<file path="src/hw/etc_defines.vh">
`ifndef ETC_DEFINES_VH
`define ETC_DEFINES_VH

// ----------------------------------------------------------------
// Register offsets
// ----------------------------------------------------------------
`define ETC_ADDR_W           8
`define ETC_OFS_CONTROL      8'h15
`define ETC_OFS_COMPARE      8'h19

// ----------------------------------------------------------------
// Control register fields
// ----------------------------------------------------------------
`define ETC_CTL_RUN_BIT      5
`define ETC_CTL_SRC_HI       4
`define ETC_CTL_SRC_LO       2
`define ETC_CTL_MODE_HI      1
`define ETC_CTL_MODE_LO      0
`define ETC_CTL_IMPL_MASK    8'h3f

// ----------------------------------------------------------------
// Reset values
// ----------------------------------------------------------------
`define ETC_RST_CONTROL      8'h00
`define ETC_RST_COMPARE      8'hff

// ----------------------------------------------------------------
// Operating mode codes
// ----------------------------------------------------------------
`define ETC_MODE_TIMER       2'h0
`define ETC_MODE_RSVD        2'h1
`define ETC_MODE_DIVIDER     2'h2
`define ETC_MODE_PWM         2'h3

// ----------------------------------------------------------------
// Source clock codes and prescaler exponents
// ----------------------------------------------------------------
`define ETC_SRC_SLOWEST      3'h0
`define ETC_SRC_EXTERNAL     3'h7
`define ETC_EXP_SRC0         4'hb
`define ETC_EXP_SRC1         4'h7
`define ETC_EXP_SRC2         4'h5
`define ETC_EXP_SRC3         4'h3
`define ETC_EXP_SRC4         4'h2
`define ETC_EXP_SRC5         4'h1
`define ETC_EXP_SRC6         4'h0
`define ETC_PRE_TAPS         13
`define ETC_LF_DIV_LOG2      3

`endif

</file>
<file path="src/hw/etc_prescaler.v">
`timescale 1ns/1ns
`include "etc_defines.vh"

// ----------------------------------------------------------------
// Free-running divider chain
// ----------------------------------------------------------------
// Tap e pulses for one cycle every 2^e cycles of clk; the low
// frequency input is counted on its rising edges and divided by 8.
module etc_prescaler
#(
  parameter TAPS    = `ETC_PRE_TAPS,
  parameter LF_LOG2 = `ETC_LF_DIV_LOG2
)
(
  input  wire            clk,
  input  wire            rst_n,
  input  wire            low_freq_clock,
  output reg  [TAPS-1:0] tap_r,
  output reg             lf_tick_r
);

  reg  [TAPS-2:0]    div_cnt_r;
  reg  [LF_LOG2-1:0] lf_cnt_r;
  reg                lf_prev_r;
  wire [TAPS-1:0]    tap_nxt;
  wire               lf_rise;

  assign tap_nxt[0] = 1'b1;
  assign lf_rise    = low_freq_clock & ~lf_prev_r;

  genvar e;
  generate
    for (e = 1; e < TAPS; e = e + 1)
    begin : g_tap
      assign tap_nxt[e] = &div_cnt_r[e-1:0];
    end
  endgenerate

  always @(posedge clk)
  begin
    if (!rst_n)
    begin
      div_cnt_r <= {(TAPS-1){1'b0}};
      tap_r     <= {TAPS{1'b0}};
      lf_cnt_r  <= {LF_LOG2{1'b0}};
      lf_prev_r <= 1'b0;
      lf_tick_r <= 1'b0;
    end
    else
    begin
      div_cnt_r <= div_cnt_r + 1'b1;
      tap_r     <= tap_nxt;
      lf_prev_r <= low_freq_clock;
      lf_tick_r <= 1'b0;
      if (lf_rise)
      begin
        lf_cnt_r <= lf_cnt_r + 1'b1;
        if (&lf_cnt_r)
          lf_tick_r <= 1'b1;
      end
    end
  end

endmodule

</file>
<file path="src/hw/etc_timer.v">
// Notes on behaviour
// Run bit 0 stops and clears the counter; run bit 1 starts counting.
// Software keeps mode and source fields fixed around start, stop and running.
// Source codes 000..110 pick fc/2^11,7,5,3,2,1,0; halving doubles each divisor.
// Prescaler source 1 or slow/sleep: code 000 is low clock /8, others dead in slow.
// Timer mode counts internal ticks; match raises request, clears, resumes.
// Event mode, code 111, counts rising edges of the external count input.
// Event mode matches on the first falling edge after reaching the compare value.
// External count levels each last over two machine cycles, eight fc periods.
// Software writes compare values 1 through 255 only, never zero.
// Entering stop power mode clears the run bit and halts counting.
// Control bits 7 and 6 are unimplemented and read undefined.
// Compare is not rewritten while running in timer, event and divider modes.
// Code 110 is not used when the high-frequency clock exceeds 10 MHz.
// Event and pulse-width modes only in normal or idle power modes.
// No low-frequency source while that oscillator is stopped.
// Source codes must suit the selected mode.
// Four behaviours from the 2-bit mode field; timer and event share a code.
// Reset: compare reads all ones, implemented control bits read zero.
// Divider mode: match toggles divider output, raises request, clears counter.
// Pulse-width mode: match drives output low; overflow drives high and requests.
// Pulse-width compare writes take effect at period end, first at start.
// While stopped both output pins are driven high.
// Mode 00 timer/event, 01 reserved and idle, 10 divider, 11 pulse-width.
// The match request is a single-cycle pulse on clk.
//
// Added by the designer: the plain strobed port.
`timescale 1ns/1ns
`include "etc_defines.vh"

module etc_timer
#(
  parameter DATA_W = 8,
  parameter ADDR_W = `ETC_ADDR_W
)
(
  input  wire              clk,
  input  wire              rst_n,
  input  wire [ADDR_W-1:0] reg_addr,
  input  wire [DATA_W-1:0] reg_wr_data,
  input  wire              reg_wr_en,
  input  wire              reg_rd_en,
  output reg  [DATA_W-1:0] reg_rd_data_r,
  input  wire              prescaler_source_select,
  input  wire              prescaler_halving_select,
  input  wire              slow_power_mode,
  input  wire              stop_mode_enter,
  input  wire              low_freq_clock,
  input  wire              external_count_input,
  output reg               match_interrupt_request_r,
  output reg               divider_output_pin_r,
  output reg               pulse_width_output_pin_r
);

  // ----------------------------------------------------------------
  // Registers and state
  // ----------------------------------------------------------------
  reg  [DATA_W-1:0] timer_control_r;
  reg  [DATA_W-1:0] timer_compare_value_r;
  reg  [DATA_W-1:0] active_compare_r;
  reg  [DATA_W-1:0] count_r;
  reg  [DATA_W-1:0] count_nxt;
  reg               ext_prev_r;
  reg               irq_nxt;
  reg               pdo_nxt;
  reg               pwm_nxt;
  reg               load_nxt;
  reg  [3:0]        tap_exp;
  reg               int_tick;

  wire [`ETC_PRE_TAPS-1:0] tap;
  wire                     lf_tick;
  wire                     run;
  wire [2:0]               src;
  wire [1:0]               mode;
  wire                     ext_sel;
  wire                     ext_rise;
  wire                     ext_fall;
  wire                     wr_ctl;
  wire                     wr_cmp;
  wire                     run_start;
  wire [DATA_W-1:0]        count_inc;
  wire [DATA_W-1:0]        match_val;

  assign run       = timer_control_r[`ETC_CTL_RUN_BIT];
  assign src       = timer_control_r[`ETC_CTL_SRC_HI:`ETC_CTL_SRC_LO];
  assign mode      = timer_control_r[`ETC_CTL_MODE_HI:`ETC_CTL_MODE_LO];
  assign ext_sel   = (src == `ETC_SRC_EXTERNAL);
  assign ext_rise  = external_count_input & ~ext_prev_r;
  assign ext_fall  = ~external_count_input & ext_prev_r;
  assign wr_ctl    = reg_wr_en && (reg_addr == `ETC_OFS_CONTROL);
  assign wr_cmp    = reg_wr_en && (reg_addr == `ETC_OFS_COMPARE);
  assign run_start = wr_ctl && reg_wr_data[`ETC_CTL_RUN_BIT] && !run && !stop_mode_enter;
  assign count_inc = count_r + 1'b1;

  // Only the pulse-width mode compares against the buffered copy; the
  // other modes forbid rewrites while running, so they use the register.
  assign match_val = (mode == `ETC_MODE_PWM) ? active_compare_r : timer_compare_value_r;

  // ----------------------------------------------------------------
  // Prescaler
  // ----------------------------------------------------------------
  etc_prescaler
  #(
    .TAPS    (`ETC_PRE_TAPS),
    .LF_LOG2 (`ETC_LF_DIV_LOG2)
  )
  u_prescaler
  (
    .clk            (clk),
    .rst_n          (rst_n),
    .low_freq_clock (low_freq_clock),
    .tap_r          (tap),
    .lf_tick_r      (lf_tick)
  );

  // ----------------------------------------------------------------
  // Internal count clock selection
  // ----------------------------------------------------------------
  always @*
  begin
    tap_exp  = `ETC_EXP_SRC0;
    int_tick = 1'b0;
    case (src)
      3'h0: tap_exp = `ETC_EXP_SRC0;
      3'h1: tap_exp = `ETC_EXP_SRC1;
      3'h2: tap_exp = `ETC_EXP_SRC2;
      3'h3: tap_exp = `ETC_EXP_SRC3;
      3'h4: tap_exp = `ETC_EXP_SRC4;
      3'h5: tap_exp = `ETC_EXP_SRC5;
      3'h6: tap_exp = `ETC_EXP_SRC6;
      default: tap_exp = `ETC_EXP_SRC0;
    endcase
    tap_exp = tap_exp + {3'h0, prescaler_halving_select};
    if (src == `ETC_SRC_SLOWEST && (prescaler_source_select || slow_power_mode))
    begin
      int_tick = lf_tick;
    end
    else if (slow_power_mode || ext_sel)
    begin
      int_tick = 1'b0;
    end
    else
    begin
      int_tick = tap[tap_exp];
    end
  end

  // ----------------------------------------------------------------
  // Counter behaviour per mode
  // ----------------------------------------------------------------
  always @*
  begin
    count_nxt = count_r;
    irq_nxt   = 1'b0;
    pdo_nxt   = divider_output_pin_r;
    pwm_nxt   = pulse_width_output_pin_r;
    load_nxt  = 1'b0;
    if (!run)
    begin
      count_nxt = {DATA_W{1'b0}};
      pdo_nxt   = 1'b1;
      pwm_nxt   = 1'b1;
    end
    else
    begin
      case (mode)
        `ETC_MODE_TIMER:
        begin
          if (ext_sel)
          begin
            if (ext_fall && count_r == match_val)
            begin
              count_nxt = {DATA_W{1'b0}};
              irq_nxt   = 1'b1;
            end
            else if (ext_rise)
            begin
              count_nxt = count_inc;
            end
          end
          else if (int_tick)
          begin
            if (count_inc == match_val)
            begin
              count_nxt = {DATA_W{1'b0}};
              irq_nxt   = 1'b1;
            end
            else
            begin
              count_nxt = count_inc;
            end
          end
        end
        `ETC_MODE_DIVIDER:
        begin
          if (int_tick)
          begin
            if (count_inc == match_val)
            begin
              count_nxt = {DATA_W{1'b0}};
              irq_nxt   = 1'b1;
              pdo_nxt   = ~divider_output_pin_r;
            end
            else
            begin
              count_nxt = count_inc;
            end
          end
        end
        `ETC_MODE_PWM:
        begin
          if (int_tick)
          begin
            count_nxt = count_inc;
            if (&count_r)
            begin
              pwm_nxt  = 1'b1;
              irq_nxt  = 1'b1;
              load_nxt = 1'b1;
            end
            else if (count_inc == match_val)
            begin
              pwm_nxt = 1'b0;
            end
          end
        end
        default:
        begin
          count_nxt = {DATA_W{1'b0}};
        end
      endcase
    end
  end

  // ----------------------------------------------------------------
  // Register file and counter state
  // ----------------------------------------------------------------
  always @(posedge clk)
  begin
    if (!rst_n)
    begin
      timer_control_r           <= `ETC_RST_CONTROL;
      timer_compare_value_r     <= `ETC_RST_COMPARE;
      active_compare_r          <= `ETC_RST_COMPARE;
      count_r                   <= {DATA_W{1'b0}};
      ext_prev_r                <= 1'b0;
      match_interrupt_request_r <= 1'b0;
      divider_output_pin_r      <= 1'b1;
      pulse_width_output_pin_r  <= 1'b1;
    end
    else
    begin
      ext_prev_r                <= external_count_input;
      count_r                   <= count_nxt;
      match_interrupt_request_r <= irq_nxt;
      divider_output_pin_r      <= pdo_nxt;
      pulse_width_output_pin_r  <= pwm_nxt;
      // Stop entry outranks a simultaneous software write, so the
      // counter can never be left running into the stopped clock.
      if (stop_mode_enter)
      begin
        timer_control_r[`ETC_CTL_RUN_BIT] <= 1'b0;
      end
      else if (wr_ctl)
      begin
        timer_control_r <= reg_wr_data & `ETC_CTL_IMPL_MASK;
      end
      if (wr_cmp)
      begin
        timer_compare_value_r <= reg_wr_data;
      end
      // A write landing in the same cycle as a period end is taken
      // straight into the active copy rather than producing garbage.
      if (run_start || load_nxt)
      begin
        active_compare_r <= wr_cmp ? reg_wr_data : timer_compare_value_r;
      end
    end
  end

  // ----------------------------------------------------------------
  // Read port
  // ----------------------------------------------------------------
  always @(posedge clk)
  begin
    if (!rst_n)
    begin
      reg_rd_data_r <= {DATA_W{1'b0}};
    end
    else if (reg_rd_en)
    begin
      if (reg_addr == `ETC_OFS_CONTROL)
      begin
        reg_rd_data_r <= timer_control_r & `ETC_CTL_IMPL_MASK;
      end
      else if (reg_addr == `ETC_OFS_COMPARE)
      begin
        reg_rd_data_r <= timer_compare_value_r;
      end
      else
      begin
        reg_rd_data_r <= {DATA_W{1'b0}};
      end
    end
    else
    begin
      reg_rd_data_r <= {DATA_W{1'b0}};
    end
  end

endmodule

</file>
<file path="config.mk">
export PLATFORM = sky130hd
export DESIGN_NAME = etc_timer
export DESIGN_NICKNAME = d
export VERILOG_FILES = /design/src/hw/etc_prescaler.v /design/src/hw/etc_timer.v
export VERILOG_INCLUDE_DIRS = /design/src /design/src/hw
export SDC_FILE = /design/constraint.sdc
export NUM_CORES = 1
export LEC_CHECK = 0
export BUFFER_PORTS_ARGS = -buffer_cell sky130_fd_sc_hd__buf_2
export CAP_MARGIN = 20
export CORE_MARGIN = 4
export CORE_UTILIZATION = 40
export CTS_BUF_LIST = sky130_fd_sc_hd__clkbuf_8 sky130_fd_sc_hd__clkbuf_16
export CTS_CLUSTER_SIZE = 30
export DETAILED_ROUTE_END_ITERATION = 10
export SLEW_MARGIN = 10
export SYNTH_ARGS = -nofsm -noshare
export SYNTH_HDL_FRONTEND = slang
export SYNTH_SLANG_ARGS = --single-unit
</file>
<file path="constraint.sdc">
create_clock -name clk -period 4.1 [get_ports clk]
set_input_delay 0.41 -clock clk [delete_from_list [all_inputs] [get_ports clk]]
set_output_delay 0.41 -clock clk [all_outputs]
set_load 0.01 [all_outputs]
</file>
# Yosys cells after proc, flatten, opt, wreduce, memory -nomap -nowiden
# Cells that the tools add are included.
# classes
n_reduce_logical,37
magnitude_cmp,1
muxes,29
bitwise_logic,11
eq_ne,15
addsub,4
# op_table
operator,n
$mux 8,8
$pmux 4 s6,1
$pmux 8 s3,1
$eq 8x5->1 const B,2
$eq 8x8->1,2
$reduce_and 8->1,2
$mux 1,15
$add 12x1->12 const B,1
$eq 3x3->1 const B,4
$mux 6,2
$reduce_and 12->1,1
$reduce_and 2->1,6
$reduce_and 3->1,4
$reduce_and 11->1,1
$reduce_and 10->1,1
$reduce_and 9->1,1
$add 8x1->8 const B,1
$not 1->1,8
$logic_and 1x1->1,7
$reduce_and 7->1,1
$eq 3x2->1 const B,2
$reduce_and 6->1,1
$lt 4x5->1 const B,1
$reduce_and 5->1,1
17 further kinds,23
# totals
out_inout_bits,11
elab_cells,114
reg_bits,72

# Logic depth before layout (Yosys ltp)
# Gate-level depths: netlist of the first run.
# logic_depth
depth_word,11
depth_mapped,12
depth_no_buf,11

# By module
# A second synthesis of the first run with hierarchy kept.
# hier_totals
hier_cells,397
area_unflattened_um2,3729.8
# by_module_without_submodules
mod,seq_area_each_um2,cells_each,area_each_um2,instances
etc_timer,840.8,298,2686.3,1
etc_prescaler,600.6,99,1043.5,1

# Worst setup path before layout of the first run
# No wires, ideal clock.
# synth_path
path_type,reg-to-reg
from,register timer_control_r[2]
to,register active_compare_r[0]
stages_incl_launch_ff,13
t_arrival_ns,2.862
path_slack_ns,1.115
n_path_buf,1
path_cell_list,dfxtp_1 -> clkbuf_1 -> nand2b_1 -> ha_1 -> ha_1 -> xnor2_1 -> a211oi_1 -> a21oi_1 -> or3_1 -> a21oi_4 -> nand4_1 -> mux2i_4 -> mux2_1
# synth_between
elab_chain_len,11
elab_cells_between_ends,20
# synth_rtl
item,line,text
from (decl),etc_timer.v:58,reg [DATA_W-1:0] timer_control_r;
from (signal assigned),etc_timer.v:243,timer_control_r <= `ETC_RST_CONTROL;
from (signal assigned),etc_timer.v:267,timer_control_r <= reg_wr_data & `ETC_CTL_IMPL_MASK;
"$eq 3x3->1, or another cell as far along",etc_timer.v:124,case (src)
$pmux 4 s6,etc_timer.v:124,
$add 4x1->4,etc_timer.v:134,"tap_exp = tap_exp + {3'h0, prescaler_halving_select};"
$bmux 1 s4,etc_timer.v:145,int_tick = tap[tap_exp];
$mux 1 (implied by the code),etc_timer.v:145,
$mux 1,etc_timer.v:139,else if (slow_power_mode || ext_sel)
$mux 1 (*),etc_timer.v:135,if (src == `ETC_SRC_SLOWEST && (prescaler_source_select || slow_power_mode))
$mux 1 (*),etc_timer.v:213,if (int_tick)
$mux 1 (*),etc_timer.v:167,case (mode)
$mux 1 (*),etc_timer.v:159,if (!run)
$logic_or 1x1->1 (*),etc_timer.v:275,if (run_start || load_nxt)
to (signal assigned),etc_timer.v:245,active_compare_r <= `ETC_RST_COMPARE;
to (signal assigned),etc_timer.v:277,active_compare_r <= wr_cmp ? reg_wr_data : timer_compare_value_r;
to (decl),etc_timer.v:60,reg [DATA_W-1:0] active_compare_r;
# Mark *: on every way between the ends. The rest lies on a longest branch, timed or not. The select of a mux whose other input is x is not followed.
# A chain may end at the register's enable or synchronous reset.

# Worst setup path in the final report of the first run
# layout_path
from,register timer_control_r[2]
to,register active_compare_r[4]
# The elaborated chain is that of the path after synthesis.

==> results of run 1 <==
## how the worst min path moves through the flow
| stage | start | end | slack [ns] | cells past startpoint |
|---|---|---|---|---|
| 2_1_floorplan | u_prescaler.div_cnt_r[0] | u_prescaler.div_cnt_r[0] | 0.43 | 1 |
| 3_3_place_gp | u_prescaler.div_cnt_r[0] | u_prescaler.div_cnt_r[0] | 0.46 | 1 |
| 3_5_place_dp | u_prescaler.div_cnt_r[0] | u_prescaler.div_cnt_r[0] | 0.46 | 1 |
| 4_1_cts | stop_mode_enter | timer_control_r[5] | 0.29 | 2 |
| 5_1_grt | low_freq_clock | u_prescaler.lf_prev_r | 0.30 | 2 |
| 6_report | low_freq_clock | u_prescaler.lf_prev_r | 0.31 | 2 |
## cells in the mapped netlist, types with 3 or more instances
library cell and instances:
sky130_fd_sc_hd__o21ai_0 9, sky130_fd_sc_hd__nand2_1 26, sky130_fd_sc_hd__clkbuf_1 12, sky130_fd_sc_hd__nor3_1 8, sky130_fd_sc_hd__nand4_1 3, sky130_fd_sc_hd__xor2_1 15
sky130_fd_sc_hd__nand2b_1 14, sky130_fd_sc_hd__o2bb2ai_1 3, sky130_fd_sc_hd__inv_1 5, sky130_fd_sc_hd__nor4_1 3, sky130_fd_sc_hd__a22o_1 7, sky130_fd_sc_hd__or3_1 3
sky130_fd_sc_hd__nor2_1 11, sky130_fd_sc_hd__mux2i_1 13, sky130_fd_sc_hd__a21boi_0 8, sky130_fd_sc_hd__nand3b_1 4, sky130_fd_sc_hd__a21o_1 4, sky130_fd_sc_hd__a21oi_1 9
sky130_fd_sc_hd__nor3b_1 4, sky130_fd_sc_hd__nand3_1 26, sky130_fd_sc_hd__and3_1 13, sky130_fd_sc_hd__mux2_1 8, sky130_fd_sc_hd__dfxtp_1 72, sky130_fd_sc_hd__ha_1 9
sky130_fd_sc_hd__xnor2_1 11, sky130_fd_sc_hd__nor2b_1 6, sky130_fd_sc_hd__and2_1 24
## kinds of logic (layout without fill, tap and decap cells)
group,Yosys count,after routing,synth area share
flip-flops,72,72,0.404
XOR/XNOR,27,27,0.0702
AO/OA/AOI/OAI,60,60,0.134
multiplexers,26,26,0.0877
adder cells (fa/ha/maj),9,9,0.0316
buffers and inverters,21,59,0.0260
AND/OR/NAND/NOR,156,156,0.247
## power by group through the flow
stage	Combinational, mW	Sequential (mW)	Clock [mW]
6_report	0.0533	0.710	0.510
3_3_place_gp	0.0524	0.727	0
5_1_grt	0.0594	0.711	0.561
3_5_place_dp	0.0540	0.727	0
4_1_cts	0.0540	0.710	0.525
2_1_floorplan	0.0309	0.725	0
## flip-flops by register name, indices dropped and copies added, names as in the netlist
| register | count |
|---|---|
| count_r | 8 |
| u_prescaler.lf_tick_r | 1 |
| u_prescaler.div_cnt_r | 12 |
| active_compare_r | 8 |
| match_interrupt_request_r | 1 |
| reg_rd_data_r | 8 |
| pulse_width_output_pin_r | 1 |
| ext_prev_r | 1 |
| timer_compare_value_r | 8 |
| u_prescaler.lf_cnt_r | 3 |
| u_prescaler.tap_r | 13 |
| timer_control_r | 6 |
| divider_output_pin_r | 1 |
| u_prescaler.lf_prev_r | 1 |
## cell type report
class | instances | area [um^2] | area share
inverters | 5 | 18.8 | 0.00469
well taps | 108 | 135 | 0.0338
clock inverters | 7 | 55.1 | 0.0138
multi-input cells | 278 | 2030 | 0.508
repair buffers | 38 | 195 | 0.0488
flip-flops and latches | 72 | 1440 | 0.360
clock buffers | 9 | 124 | 0.0309
## critical path, stage by stage, from the launching register on
cell and delay [ns]:
sky130_fd_sc_hd__dfxtp_1 0.42, sky130_fd_sc_hd__nand2b_1 0.22, sky130_fd_sc_hd__ha_1 0.21, sky130_fd_sc_hd__ha_1 0.35, sky130_fd_sc_hd__mux4_2 0.25, sky130_fd_sc_hd__mux2i_1 0.07, sky130_fd_sc_hd__or3_1 0.42, sky130_fd_sc_hd__a21oi_4 0.21
sky130_fd_sc_hd__nand4_1 0.23, sky130_fd_sc_hd__mux2i_4 0.38, sky130_fd_sc_hd__mux2_1 0.36
## per-layer routing
metal | wire (um) | track usage | share of wire | up-vias
met5 | 0 | 0 | 0 | -
met4 | 231 | 0.0787 | 0.030 | 0
met3 | 445 | 0.0369 | 0.057 | 17
met2 | 3250 | 0.226 | 0.42 | 75
met1 | 3860 | 0.238 | 0.50 | 1295
li1 | - | - | - | 1400
## stage by stage
| stage | util | hold WS (ns) | std cells | setup slack [ns] | cell area, um^2 |
|---|---|---|---|---|---|
| after global routing | 0.461 | 0.304 | 517 | 0.592 | 4000 |
| after CTS | 0.461 | 0.287 | 517 | 0.872 | 4000 |
| after detailed placement | 0.441 | 0.459 | 501 | 0.893 | 3820 |
| final | 0.461 | 0.307 | 517 | 0.885 | 4000 |
| after floorplan | - | 0.433 | 371 | 1.11 | 3570 |
| after global placement | 0.441 | 0.456 | 501 | 0.966 | 3820 |
==> results.md, run 1 <==
* Reg2Reg Launch Point: timer_control_r[2]
* CTS H-tree lvls at 3
* Mapped Cells at 371
* Commonest cells after routing, fill and taps aside: 72 x sky130_fd_sc_hd__dfxtp_1, 36 x sky130_fd_sc_hd__buf_2, 26 x sky130_fd_sc_hd__nand2_1, 26 x sky130_fd_sc_hd__nand3_1, 24 x sky130_fd_sc_hd__and2_1
* Die Height at 102 um
* Count of clock tree sinks at 72
* Min Clock Period, post-route at 3.22 ns
* RSZ-0062 raised after global routing: false
* Setup Buffers After CTS at 0
* Worst Tran Pin Value at 0.812 ns
* Top-level port count at 37
* Ys flop type: sky130_fd_sc_hd__dfxtp_1
* Critical Path Fanout Max at 12
* Arrival time at the worst endpoint at 3.45 ns
* Worst Setup Start Kind: register
* Vias/cell at 5.39
* N_diodes at 0
* Synth Net Count at 406
* Leading cell type in the layout, fill and taps excluded: sky130_fd_sc_hd__dfxtp_1
* Sequential fraction of design power at 0.558
* Destination of the critical timing path: active_compare_r[4]
* Share of Yosys cell area claimed by the top area cell type at 0.404
* Row Count at 34
* Area of the die at 10500 um^2
* Fraction of final layout cells with drive strength greater than 1 at 0.171
* Maximum VDD drop at 0.000231 V
* Total of fill cells in the finished design at 891
* Hold Crit Class: input pin to register
* Final Hold Viols at 0
* Largest net degree at the start of global routing at 55
* Pleak at 1.65 nW
* Number of enable flip-flop cells after synthesis at 0
* Number of max-cap violations at 0
* Antenna violations before repair at 0
* Initial DRT Pass Iterations at 5
* Detail-routed net length per standard cell at 15.1 um
* Fraction of registers with async set or reset after synthesis at 0
* Clock root buffer: sky130_fd_sc_hd__clkbuf_8
* Max_slew headroom at 0.459
* Wire length after detailed routing at 7.79 mm
* DRC Markers at 0
* Result of the run: finished, final reports clean
* CP Class: register to register
* CTS Buf Count at 9
* Global placement routability congestion at 0.863
* Synthesis-to-layout area growth at 12.2%
* Synth Cell Area at 3570 um^2
* Leading post-synthesis cells by cell area: sky130_fd_sc_hd__dfxtp_1 40%, sky130_fd_sc_hd__and2_1 4.2%, sky130_fd_sc_hd__xor2_1 3.7%
* TritonCTS clock tree: done
* Setup slack on the worst flop-to-flop path at 0.88 ns
* Part of the Yosys area used for sequential elements at 0.404
* Sum of internal, switching and leakage power at 1.27 mW
* Global-route wire length before repair at 13.3 mm
* Yosys synthesis warning count at 0
* Count of buffers from port buffering at 36
* Reg-to-Reg End: active_compare_r[4]
* Final-report max-slew violation count at 0
* Switching share of power at 0.250
* Worst clock skew at 0.0138 ns
* Via count of the first global-routing pass at 2657
* Sum of overflow across all layers after global routing at 0
* Clock Pin Slew Worst Setup and Hold Paths at 0.08 ns
* Critical path launch point: timer_control_r[2]
* Yosys top cell by area: sky130_fd_sc_hd__dfxtp_1
* Number of hold buffers added after cts at 0
* Period Utilization, post-route at 0.784
* Detailed-placement wirelength estimate at 5.78 mm
* Logic pwr share at 0.042
* Count of state elements after synthesis at 72
* Setup tns final at 0 ns
* Switching power at 318 uW
* Int Power at 955 uW
* Clock network fraction of design power at 0.400
* Synth unique cells at 62
* Maximum operating frequency at 311 MHz
* Buffer depth of the longest clock path at 2
* Average footprint of a synthesized cell at 9.62 um^2
* Total track usage at 0.164
* Routed vias at 2787
* # setup viols final at 0
* Count of cells along the worst register-to-register path at 10
* Initial Utilization at 0.411
* Endpoint kind of the worst setup timing path: register
* Drt initial violations at 165
* Critical Path RT at 4.33 ns
* Width of the die at 102 um
* Clock latency of the later-clocked register in the worst-skew pair at 0.35 ns
* CTS-repair resized insts at 0
* Power density over cell area at 318 nW/um^2
* Count of nets after finishing at 439
* Remaining number of nets flagged by the antenna check after routing at 0
* Core box area at 8680 um^2
Note: power is estimated with default switching activity, not from simulation.
==> run 2: changes to the inputs <==
- ABC_AREA: not set -> 1
- clock period: 4.1 -> 2.8 ns (I/O delays scaled with it)
==> run 2 against run 1 <==
Final cell count rose by 51%. Clock skew fell by 0.0043 ns. Clock power rose by 79%. Highest routed layer unchanged. Via count rose by 37%. Largest cell class unchanged. Non-clock buffer count rose by 5.
==> results.md, run 2 <==
* Result of the run: finished, final reports clean (unchanged)
* Total track usage at 0.183 (was 0.164)
* Dominant combinational cell family by area after synthesis: simple AND/OR/NAND/NOR gates (unchanged)
* Footprint of the multi-input gates at 2070 um^2 (was 2030 um^2)
* Global placement routability congestion at 0.919 (was 0.863)
* Post-layout worst setup margin at 0.333 ns (was 0.885 ns)
* Worst Setup Start Kind: register (unchanged)
* N_diodes at 0 (unchanged)
* Endpoint kind of the worst setup timing path: register (unchanged)
* Routed length on met3 at 411 um (was 445 um)
* Initial Utilization at 0.408 (was 0.411)
* Synthesis-to-layout area growth at 13.6% (was 12.2%)
* Number of max-cap violations at 0 (unchanged)
* Top-level port count at 37 (unchanged)
* Hold wc startpoint: stop_mode_enter (was low_freq_clock)
* Share of Yosys cell area claimed by the top area cell type at 0.364 (was 0.404)
* Commonest cells after routing, fill and taps aside: 203 x sky130_fd_sc_hd__nand2_1, 80 x sky130_fd_sc_hd__inv_1, 72 x sky130_fd_sc_hd__dfxtp_1 (was 72 x sky130_fd_sc_hd__dfxtp_1, 36 x sky130_fd_sc_hd__buf_2, 26 x sky130_fd_sc_hd__nand2_1, 26 x sky130_fd_sc_hd__nand3_1, 24 x sky130_fd_sc_hd__and2_1)
* Number of enable flip-flop cells after synthesis at 0 (unchanged)
* Count of state elements after synthesis at 72 (unchanged)
* Power density over cell area at 455 nW/um^2 (was 318 nW/um^2)
* Ys flop type: sky130_fd_sc_hd__dfxtp_1 (unchanged)
* Simple-gate area share of the yosys netlist at 0.377 (was 0.247)
* Fraction of registers with async set or reset after synthesis at 0 (unchanged)
* Clock Pin Slew Worst Setup and Hold Paths at 0.08 ns (about the same)
* Synth Net Count at 639 (was 406)
* Largest net degree at the start of global routing at 32 (was 55)
* Die Height at 107 um (was 102 um)
* Width of the die at 107 um (was 102 um)
* Most common cell in the netlist: sky130_fd_sc_hd__nand2_1 (was sky130_fd_sc_hd__dfxtp_1)
* Fraction of synthesized cell area in xor and xnor cells at 0.00443 (was 0.0702)
* Sum of internal, switching and leakage power at 2.04 mW (was 1.27 mW)
* Synth Cell Area at 3960 um^2 (was 3570 um^2)
* Yosys synthesis warning count at 0 (unchanged)
* Count of nets after finishing at 677 (was 439)
* Fraction of final layout cells with drive strength greater than 1 at 0.139 (was 0.171)
* Buffer depth of the longest clock path at 2 (unchanged)
* RSZ-0062 raised after global routing: false (unchanged)
* Count of clock tree sinks at 72 (unchanged)
* Maximum VDD drop at 0.000393 V (was 0.000231 V)
* Routed vias at 3825 (was 2787)
* Detailed route wirelength on metal2 at 4.71 mm (was 3.25 mm)
* Detailed-placement wirelength estimate at 7.52 mm (was 5.78 mm)
* Leading post-synthesis cells by cell area: sky130_fd_sc_hd__dfxtp_1 36%, sky130_fd_sc_hd__nand2_1 19%, sky130_fd_sc_hd__inv_1 7.6% (was sky130_fd_sc_hd__dfxtp_1 40%, sky130_fd_sc_hd__and2_1 4.2%, sky130_fd_sc_hd__xor2_1 3.7%)
* Average footprint of a synthesized cell at 6.55 um^2 (was 9.62 um^2)
* Reg2Reg Launch Point: timer_control_r[3] (was timer_control_r[2])
* Wire length after detailed routing at 9.81 mm (was 7.79 mm)
* Remaining number of nets flagged by the antenna check after routing at 0 (unchanged)
* Yosys top cell by area: sky130_fd_sc_hd__dfxtp_1 (unchanged)
* Vias/cell at 4.90 (was 5.39)
* Min Clock Period, post-route at 2.47 ns (was 3.22 ns)
* Total of fill cells in the finished design at 993 (was 891)
* Setup tns final at 0 ns (unchanged)
* Flip-flop count of the largest register after layout at 13 (unchanged)
* Register with the most flip-flops: u_prescaler.tap_r (unchanged)
* Worst Tran Pin Value at 0.507 ns (was 0.812 ns)
* Initial DRT Pass Iterations at 4 (was 5)
* Number of hold buffers added after cts at 0 (unchanged)
* Period Utilization, post-route at 0.881 (was 0.784)
* Clock root buffer: sky130_fd_sc_hd__clkbuf_8 (unchanged)
* Sum of overflow across all layers after global routing at 0 (unchanged)
* Share of the synthesized area in compound gates (AO/OA/AOI/OAI) at 0.110 (was 0.134)
* CTS Buf Count at 9 (unchanged)
* Count of buffers from port buffering at 36 (unchanged)
* Part of the Yosys area used for sequential elements at 0.364 (was 0.404)
* Antenna violations before repair at 0 (unchanged)
* Storage element area at 1440 um^2 (unchanged)
* Hold Crit Class: input pin to register (unchanged)
* Met1 Wirelength at 4.51 mm (was 3.86 mm)
* Adder-cell share of the synthesized area at 0.0285 (was 0.0316)
* Critical Path Fanout Max at 9 (was 12)
* Mapped Cells at 604 (was 371)
* Synth unique cells at 39 (was 62)
* Pleak at 2.23 nW (was 1.65 nW)
* Worst clock skew at 0.00945 ns (was 0.0138 ns)
* Multiplexer fraction of the synthesized cell area at 0 (was 0.0877)
* CP Class: register to register (unchanged)
* Leading cell type in the layout, fill and taps excluded: sky130_fd_sc_hd__nand2_1 (was sky130_fd_sc_hd__dfxtp_1)
* Maximum operating frequency at 405 MHz (was 311 MHz)
* Critical Path RT at 3.02 ns (was 4.33 ns)
* Area of the die at 11500 um^2 (was 10500 um^2)
* TritonCTS clock tree: done (unchanged)
* Drt initial violations at 169 (was 165)
* Worst-case setup slack after placement at 0.303 ns (was 0.893 ns)
* Critical path launch point: timer_control_r[3] (was timer_control_r[2])
* Arrival time at the worst endpoint at 2.68 ns (was 3.45 ns)
* CTS H-tree lvls at 3 (unchanged)
* Global-route wire length before repair at 16.9 mm (was 13.3 mm)
* Max_slew headroom at 0.659 (was 0.459)
* Clock latency of the later-clocked register in the worst-skew pair at 0.35 ns (about the same)
* Via count of the first global-routing pass at 3661 (was 2657)
* DRC Markers at 0 (unchanged)
* Top routing layer in use: met4 (unchanged)
* Final Hold Viols at 0 (unchanged)
* # setup viols final at 0 (unchanged)
* Core box area at 9680 um^2 (was 8680 um^2)
* Row Count at 36 (was 34)
* Leading registers by flop count: u_prescaler.tap_r: 13 flops, u_prescaler.div_cnt_r: 12 flops (unchanged)
* Final-report max-slew violation count at 0 (unchanged)
* Most frequent cells after synthesis: 203 x sky130_fd_sc_hd__nand2_1, 80 x sky130_fd_sc_hd__inv_1, 72 x sky130_fd_sc_hd__dfxtp_1 (was 72 x sky130_fd_sc_hd__dfxtp_1, 26 x sky130_fd_sc_hd__nand2_1, 26 x sky130_fd_sc_hd__nand3_1)
* Detail-routed net length per standard cell at 12.6 um (was 15.1 um)
## run 2: logic make-up (layout without fill, tap and decap cells)
logic type,Yosys count,after routing
AOI/OAI and AO/OA,75,75
adders and majority gates,9,9
DFF,72,72
and+or+nand+nor,339,339
buffers and inverters,107,150
xor gates and xnor gates,2,2
## run 2: per-layer routing
layer,track usage,vias up
met5,0,-
met4,0.0676,0
met3,0.0396,18
met2,0.308,89
met1,0.229,1733
li1,-,1985
## run 2: through the flow
step	hold slack [ns]	utilization	instance area, um^2	cells
3_3_place_gp	0.407	0.436	4220	760
4_1_cts	0.123	0.459	4440	776
6_report	0.147	0.464	4490	780
2_1_floorplan	0.308	-	3960	604
5_1_grt	0.139	0.464	4490	780
3_5_place_dp	0.419	0.436	4220	760
## run 2: where the power goes
group          switching, mW  internal [mW]  leakage [nW]  total (mW)
registers            0.00573           1.03         0.583        1.04
logic                 0.0570         0.0362          1.53      0.0932
clock network          0.408          0.503         0.110       0.911
## run 2: path summary, 6_finish.rpt
check / cells past startpoint / slack (ns) / endpoint
worst max register to register: 17 / 0.33 / count_r[6]
worst max-delay path: 17 / 0.33 / count_r[6]
worst min-delay path: 2 / 0.15 / timer_control_r[5]
worst min register to register: 1 / 0.43 / u_prescaler.lf_tick_r
## run 2: area by class of cell
class / instances / share of cell area
clock inverter: 7 / 0.0212
tap: 133 / 0.0370
clock buffer: 9 / 0.0276
multi-input combinational: 425 / 0.460
inverter: 91 / 0.0788
sequential: 72 / 0.321
timing repair buffer: 43 / 0.0546
## run 2: what timing repair did
action | 4_1_cts | 5_1_grt
endpoints found under the hold margin | 0 | 0
setup buffers | 0 | 4
endpoints found under the setup margin | 0 | 6
resized for setup | 0 | 1
## run 2: critical path, cell delays in order, from the launching register on
cell	delay (ns)
sky130_fd_sc_hd__dfxtp_1	0.38
sky130_fd_sc_hd__inv_1	0.11
sky130_fd_sc_hd__nand2_1	0.12
sky130_fd_sc_hd__nand3_1	0.10
sky130_fd_sc_hd__ha_1	0.35
sky130_fd_sc_hd__inv_1	0.11
sky130_fd_sc_hd__nand3_1	0.08
sky130_fd_sc_hd__nand2_1	0.07
sky130_fd_sc_hd__nand2_1	0.04
sky130_fd_sc_hd__nand2_1	0.06
sky130_fd_sc_hd__nand2_1	0.05
sky130_fd_sc_hd__nand3_2	0.10
sky130_fd_sc_hd__nand2_8	0.08
sky130_fd_sc_hd__buf_4	0.15
sky130_fd_sc_hd__o21ai_4	0.31
sky130_fd_sc_hd__nor2_8	0.07
sky130_fd_sc_hd__nand2_1	0.08
sky130_fd_sc_hd__a21oi_1	0.06
==> run 3: changes to the inputs <==
- CAP_MARGIN: 20 -> 0
- CORE_UTILIZATION: 40 -> 39
- PLACE_DENSITY: not set -> 0.61
==> run 3 against run 2 <==
Critical path depth did not move. Worst setup slack lost 0.032 ns. Via count is 2.0% lower. Global-route usage shrank 1.2 points. Final cell count shrank 0.38%. Critical endpoint is now active_compare_r[4]. Count of clock-buffer cells in the layout grew 2. Non-clock buffer count decreased by 3. Power fell by 5.8%. Critical path type unchanged. Flip-flop and latch count is the same. Fmax fell by 1.3%. Clock power fell by 13%. Sequential share of layout area is 0.53 points higher.
==> results.md, run 3 (synthesized netlist as in run 2, its figures left out) <==
* Endpoint kind of the worst setup timing path: register (unchanged)
* Leading cell type in the layout, fill and taps excluded: sky130_fd_sc_hd__nand2_1 (unchanged)
* Initial DRT Pass Iterations at 4 (unchanged)
* Detail-routed net length per standard cell at 12.2 um (was 12.6 um)
* Via count of the first global-routing pass at 3481 (was 3661)
* Remaining number of nets flagged by the antenna check after routing at 0 (unchanged)
* Hold Crit Class: input pin to register (unchanged)
* Period Utilization, post-route at 0.892 (was 0.881)
* Pleak at 2.19 nW (was 2.23 nW)
* Buffer depth of the longest clock path at 2 (unchanged)
* Number of max-cap violations at 0 (unchanged)
* Cells along the critical path: inv_1 -> nand2_1 -> ha_1 -> ha_1 -> inv_1 -> nor2_1 -> nand2_1 -> nand3_1 -> nand2_1 -> nand2_1 -> nand3_2 -> nand2_4 -> nand2_1 -> o21ai_1 -> inv_2 -> nand2_1 -> o211ai_1 (was inv_1 -> nand2_1 -> nand3_1 -> ha_1 -> inv_1 -> nand3_1 -> nand2_1 -> nand2_1 -> nand2_1 -> nand2_1 -> nand3_2 -> nand2_8 -> buf_4 -> o21ai_4 -> nor2_8 -> nand2_1 -> a21oi_1)
* Width of the die at 109 um (was 107 um)
* Die Height at 109 um (was 107 um)
* Switching power at 480 uW (was 470 uW)
* Clock root buffer: sky130_fd_sc_hd__clkbuf_8 (unchanged)
* Fraction of final layout cells with drive strength greater than 1 at 0.135 (was 0.139)
* CTS-repair resized insts at 0 (unchanged)
* Register with the most flip-flops: u_prescaler.tap_r (unchanged)
* Min Clock Period, post-route at 2.50 ns (was 2.47 ns)
* Worst clock skew at 0.0168 ns (was 0.00945 ns)
* Area of the die at 11800 um^2 (was 11500 um^2)
* Worst Setup Start Kind: register (unchanged)
* N_diodes at 0 (unchanged)
* Clock latency of the later-clocked register in the worst-skew pair at 0.35 ns (about the same)
* Final Hold Viols at 0 (unchanged)
* Clock Pin Slew Worst Setup and Hold Paths at 0.08 ns (about the same)
* Maximum operating frequency at 400 MHz (was 405 MHz)
* RSZ-0062 raised after global routing: false (unchanged)
* Footprint of the multi-input gates at 2060 um^2 (was 2070 um^2)
* Drt initial violations at 175 (was 169)
* Critical Path Most Common Cell: sky130_fd_sc_hd__nand2_1 (unchanged)
* Maximum VDD drop at 0.000288 V (was 0.000393 V)
* Power density over cell area at 436 nW/um^2 (was 455 nW/um^2)
* Commonest cells after routing, fill and taps aside: 203 x sky130_fd_sc_hd__nand2_1, 80 x sky130_fd_sc_hd__inv_1, 72 x sky130_fd_sc_hd__dfxtp_1 (unchanged)
* Total track usage at 0.171 (was 0.183)
* Setup Buffers After CTS at 0 (unchanged)
* Worst Tran Pin Value at 0.478 ns (was 0.507 ns)
* Count of buffers from port buffering at 36 (unchanged)
* Setup slack on the worst flop-to-flop path at 0.30 ns (was 0.33 ns)
* Final-report max-slew violation count at 0 (unchanged)
* Storage element area at 1440 um^2 (unchanged)
* Global placement routability congestion at 0.873 (was 0.919)
* Int Power at 1.45 mW (was 1.57 mW)
* Wire length after detailed routing at 9.46 mm (was 9.81 mm)
* Sum of overflow across all layers after global routing at 0 (unchanged)
* Global-route wire length before repair at 15.9 mm (was 16.9 mm)
* Biggest cell delay along the critical path at 0.34 ns (was 0.38 ns)
* Result of the run: finished, final reports clean (unchanged)
* Leading registers by flop count: u_prescaler.tap_r: 13 flops, u_prescaler.div_cnt_r: 12 flops (unchanged)
* Logic pwr share at 0.048 (was 0.046)
* Count of clock tree sinks at 72 (unchanged)
* Slowest stage cell, crit path: sky130_fd_sc_hd__dfxtp_1 (unchanged)
* CTS Buf Count at 9 (unchanged)
* Detailed-placement wirelength estimate at 7.34 mm (was 7.52 mm)
* Switching share of power at 0.250 (was 0.230)
* DRC Markers at 0 (unchanged)
* Clock network fraction of design power at 0.412 (was 0.446)
* Count of buffering cells on the critical path with inverters included at 3 (unchanged)
* Sequential fraction of design power at 0.540 (was 0.509)
* Final core utilization at 0.450 (was 0.464)
* Sum of internal, switching and leakage power at 1.93 mW (was 2.04 mW)
* Routed vias at 3749 (was 3825)
* TritonCTS clock tree: done (unchanged)
* Max_slew headroom at 0.679 (was 0.659)
* Vias/cell at 4.82 (was 4.90)
* Number of hold buffers added after cts at 0 (unchanged)
* Antenna violations before repair at 0 (unchanged)
* Top-level port count at 37 (unchanged)
* Count of nets after finishing at 674 (was 677)
* Initial Utilization at 0.403 (was 0.408)
* Critical Path RT at 3.03 ns (was 3.02 ns)
* Total of fill cells in the finished design at 1067 (was 993)
* # setup viols final at 0 (unchanged)
* Critical Path Fanout Max at 16 (was 9)
* Synthesis-to-layout area growth at 11.7% (was 13.6%)
* CTS H-tree lvls at 3 (unchanged)
* Largest net degree at the start of global routing at 24 (was 32)
* Row Count at 36 (unchanged)
* Arrival time at the worst endpoint at 2.72 ns (was 2.68 ns)
* CP Class: register to register (unchanged)
* Core box area at 9820 um^2 (was 9680 um^2)
* Setup tns final at 0 ns (unchanged)
* Flip-flop count of the largest register after layout at 13 (unchanged)
* Top cell family by delay on the critical path: simple AND/OR/NAND/NOR gates (unchanged)
[run 3: power groups by stage]
stage          sequential, mW  clock [mW]  combinational (mW)
2_1_floorplan            1.06           0              0.0557
3_3_place_gp             1.06           0              0.0895
3_5_place_dp             1.06           0              0.0920
4_1_cts                  1.04       0.812              0.0926
5_1_grt                  1.04       0.866               0.106
6_report                 1.04       0.794              0.0917
[run 3: worst paths after layout]
path	start	end	cells past startpoint
setup / recovery	timer_control_r[2]	active_compare_r[4]	17
hold / removal	stop_mode_enter	timer_control_r[5]	2
setup reg to reg	timer_control_r[2]	active_compare_r[4]	17
hold reg to reg	u_prescaler.lf_prev_r	u_prescaler.lf_tick_r	1
[run 3: through the flow]
stage	std cells	setup slack (ns)	hold slack, ns	cell area, um^2
after floorplan	604	0.583	0.308	3960
after global placement	761	0.405	0.413	4230
after detailed placement	761	0.299	0.420	4230
after CTS	777	0.280	0.135	4420
after global routing	777	0.0302	0.128	4420
final	777	0.301	0.136	4420
[run 3: layout make-up]
class,instances,share of cell area
inverters,91,0.0801
well taps,133,0.0377
clock buffers,11,0.0343
repair buffers,40,0.0476
clock inverters,5,0.00878
multi-input cells,425,0.465
flip-flops and latches,72,0.326
[run 3: per-layer routing]
metal	GRT usage	routed length (um)	up-vias
met5	0	0	-
met4	0.0604	195	0
met3	0.0438	387	17
met2	0.302	4710	63
met1	0.200	4160	1681
li1	-	-	1988
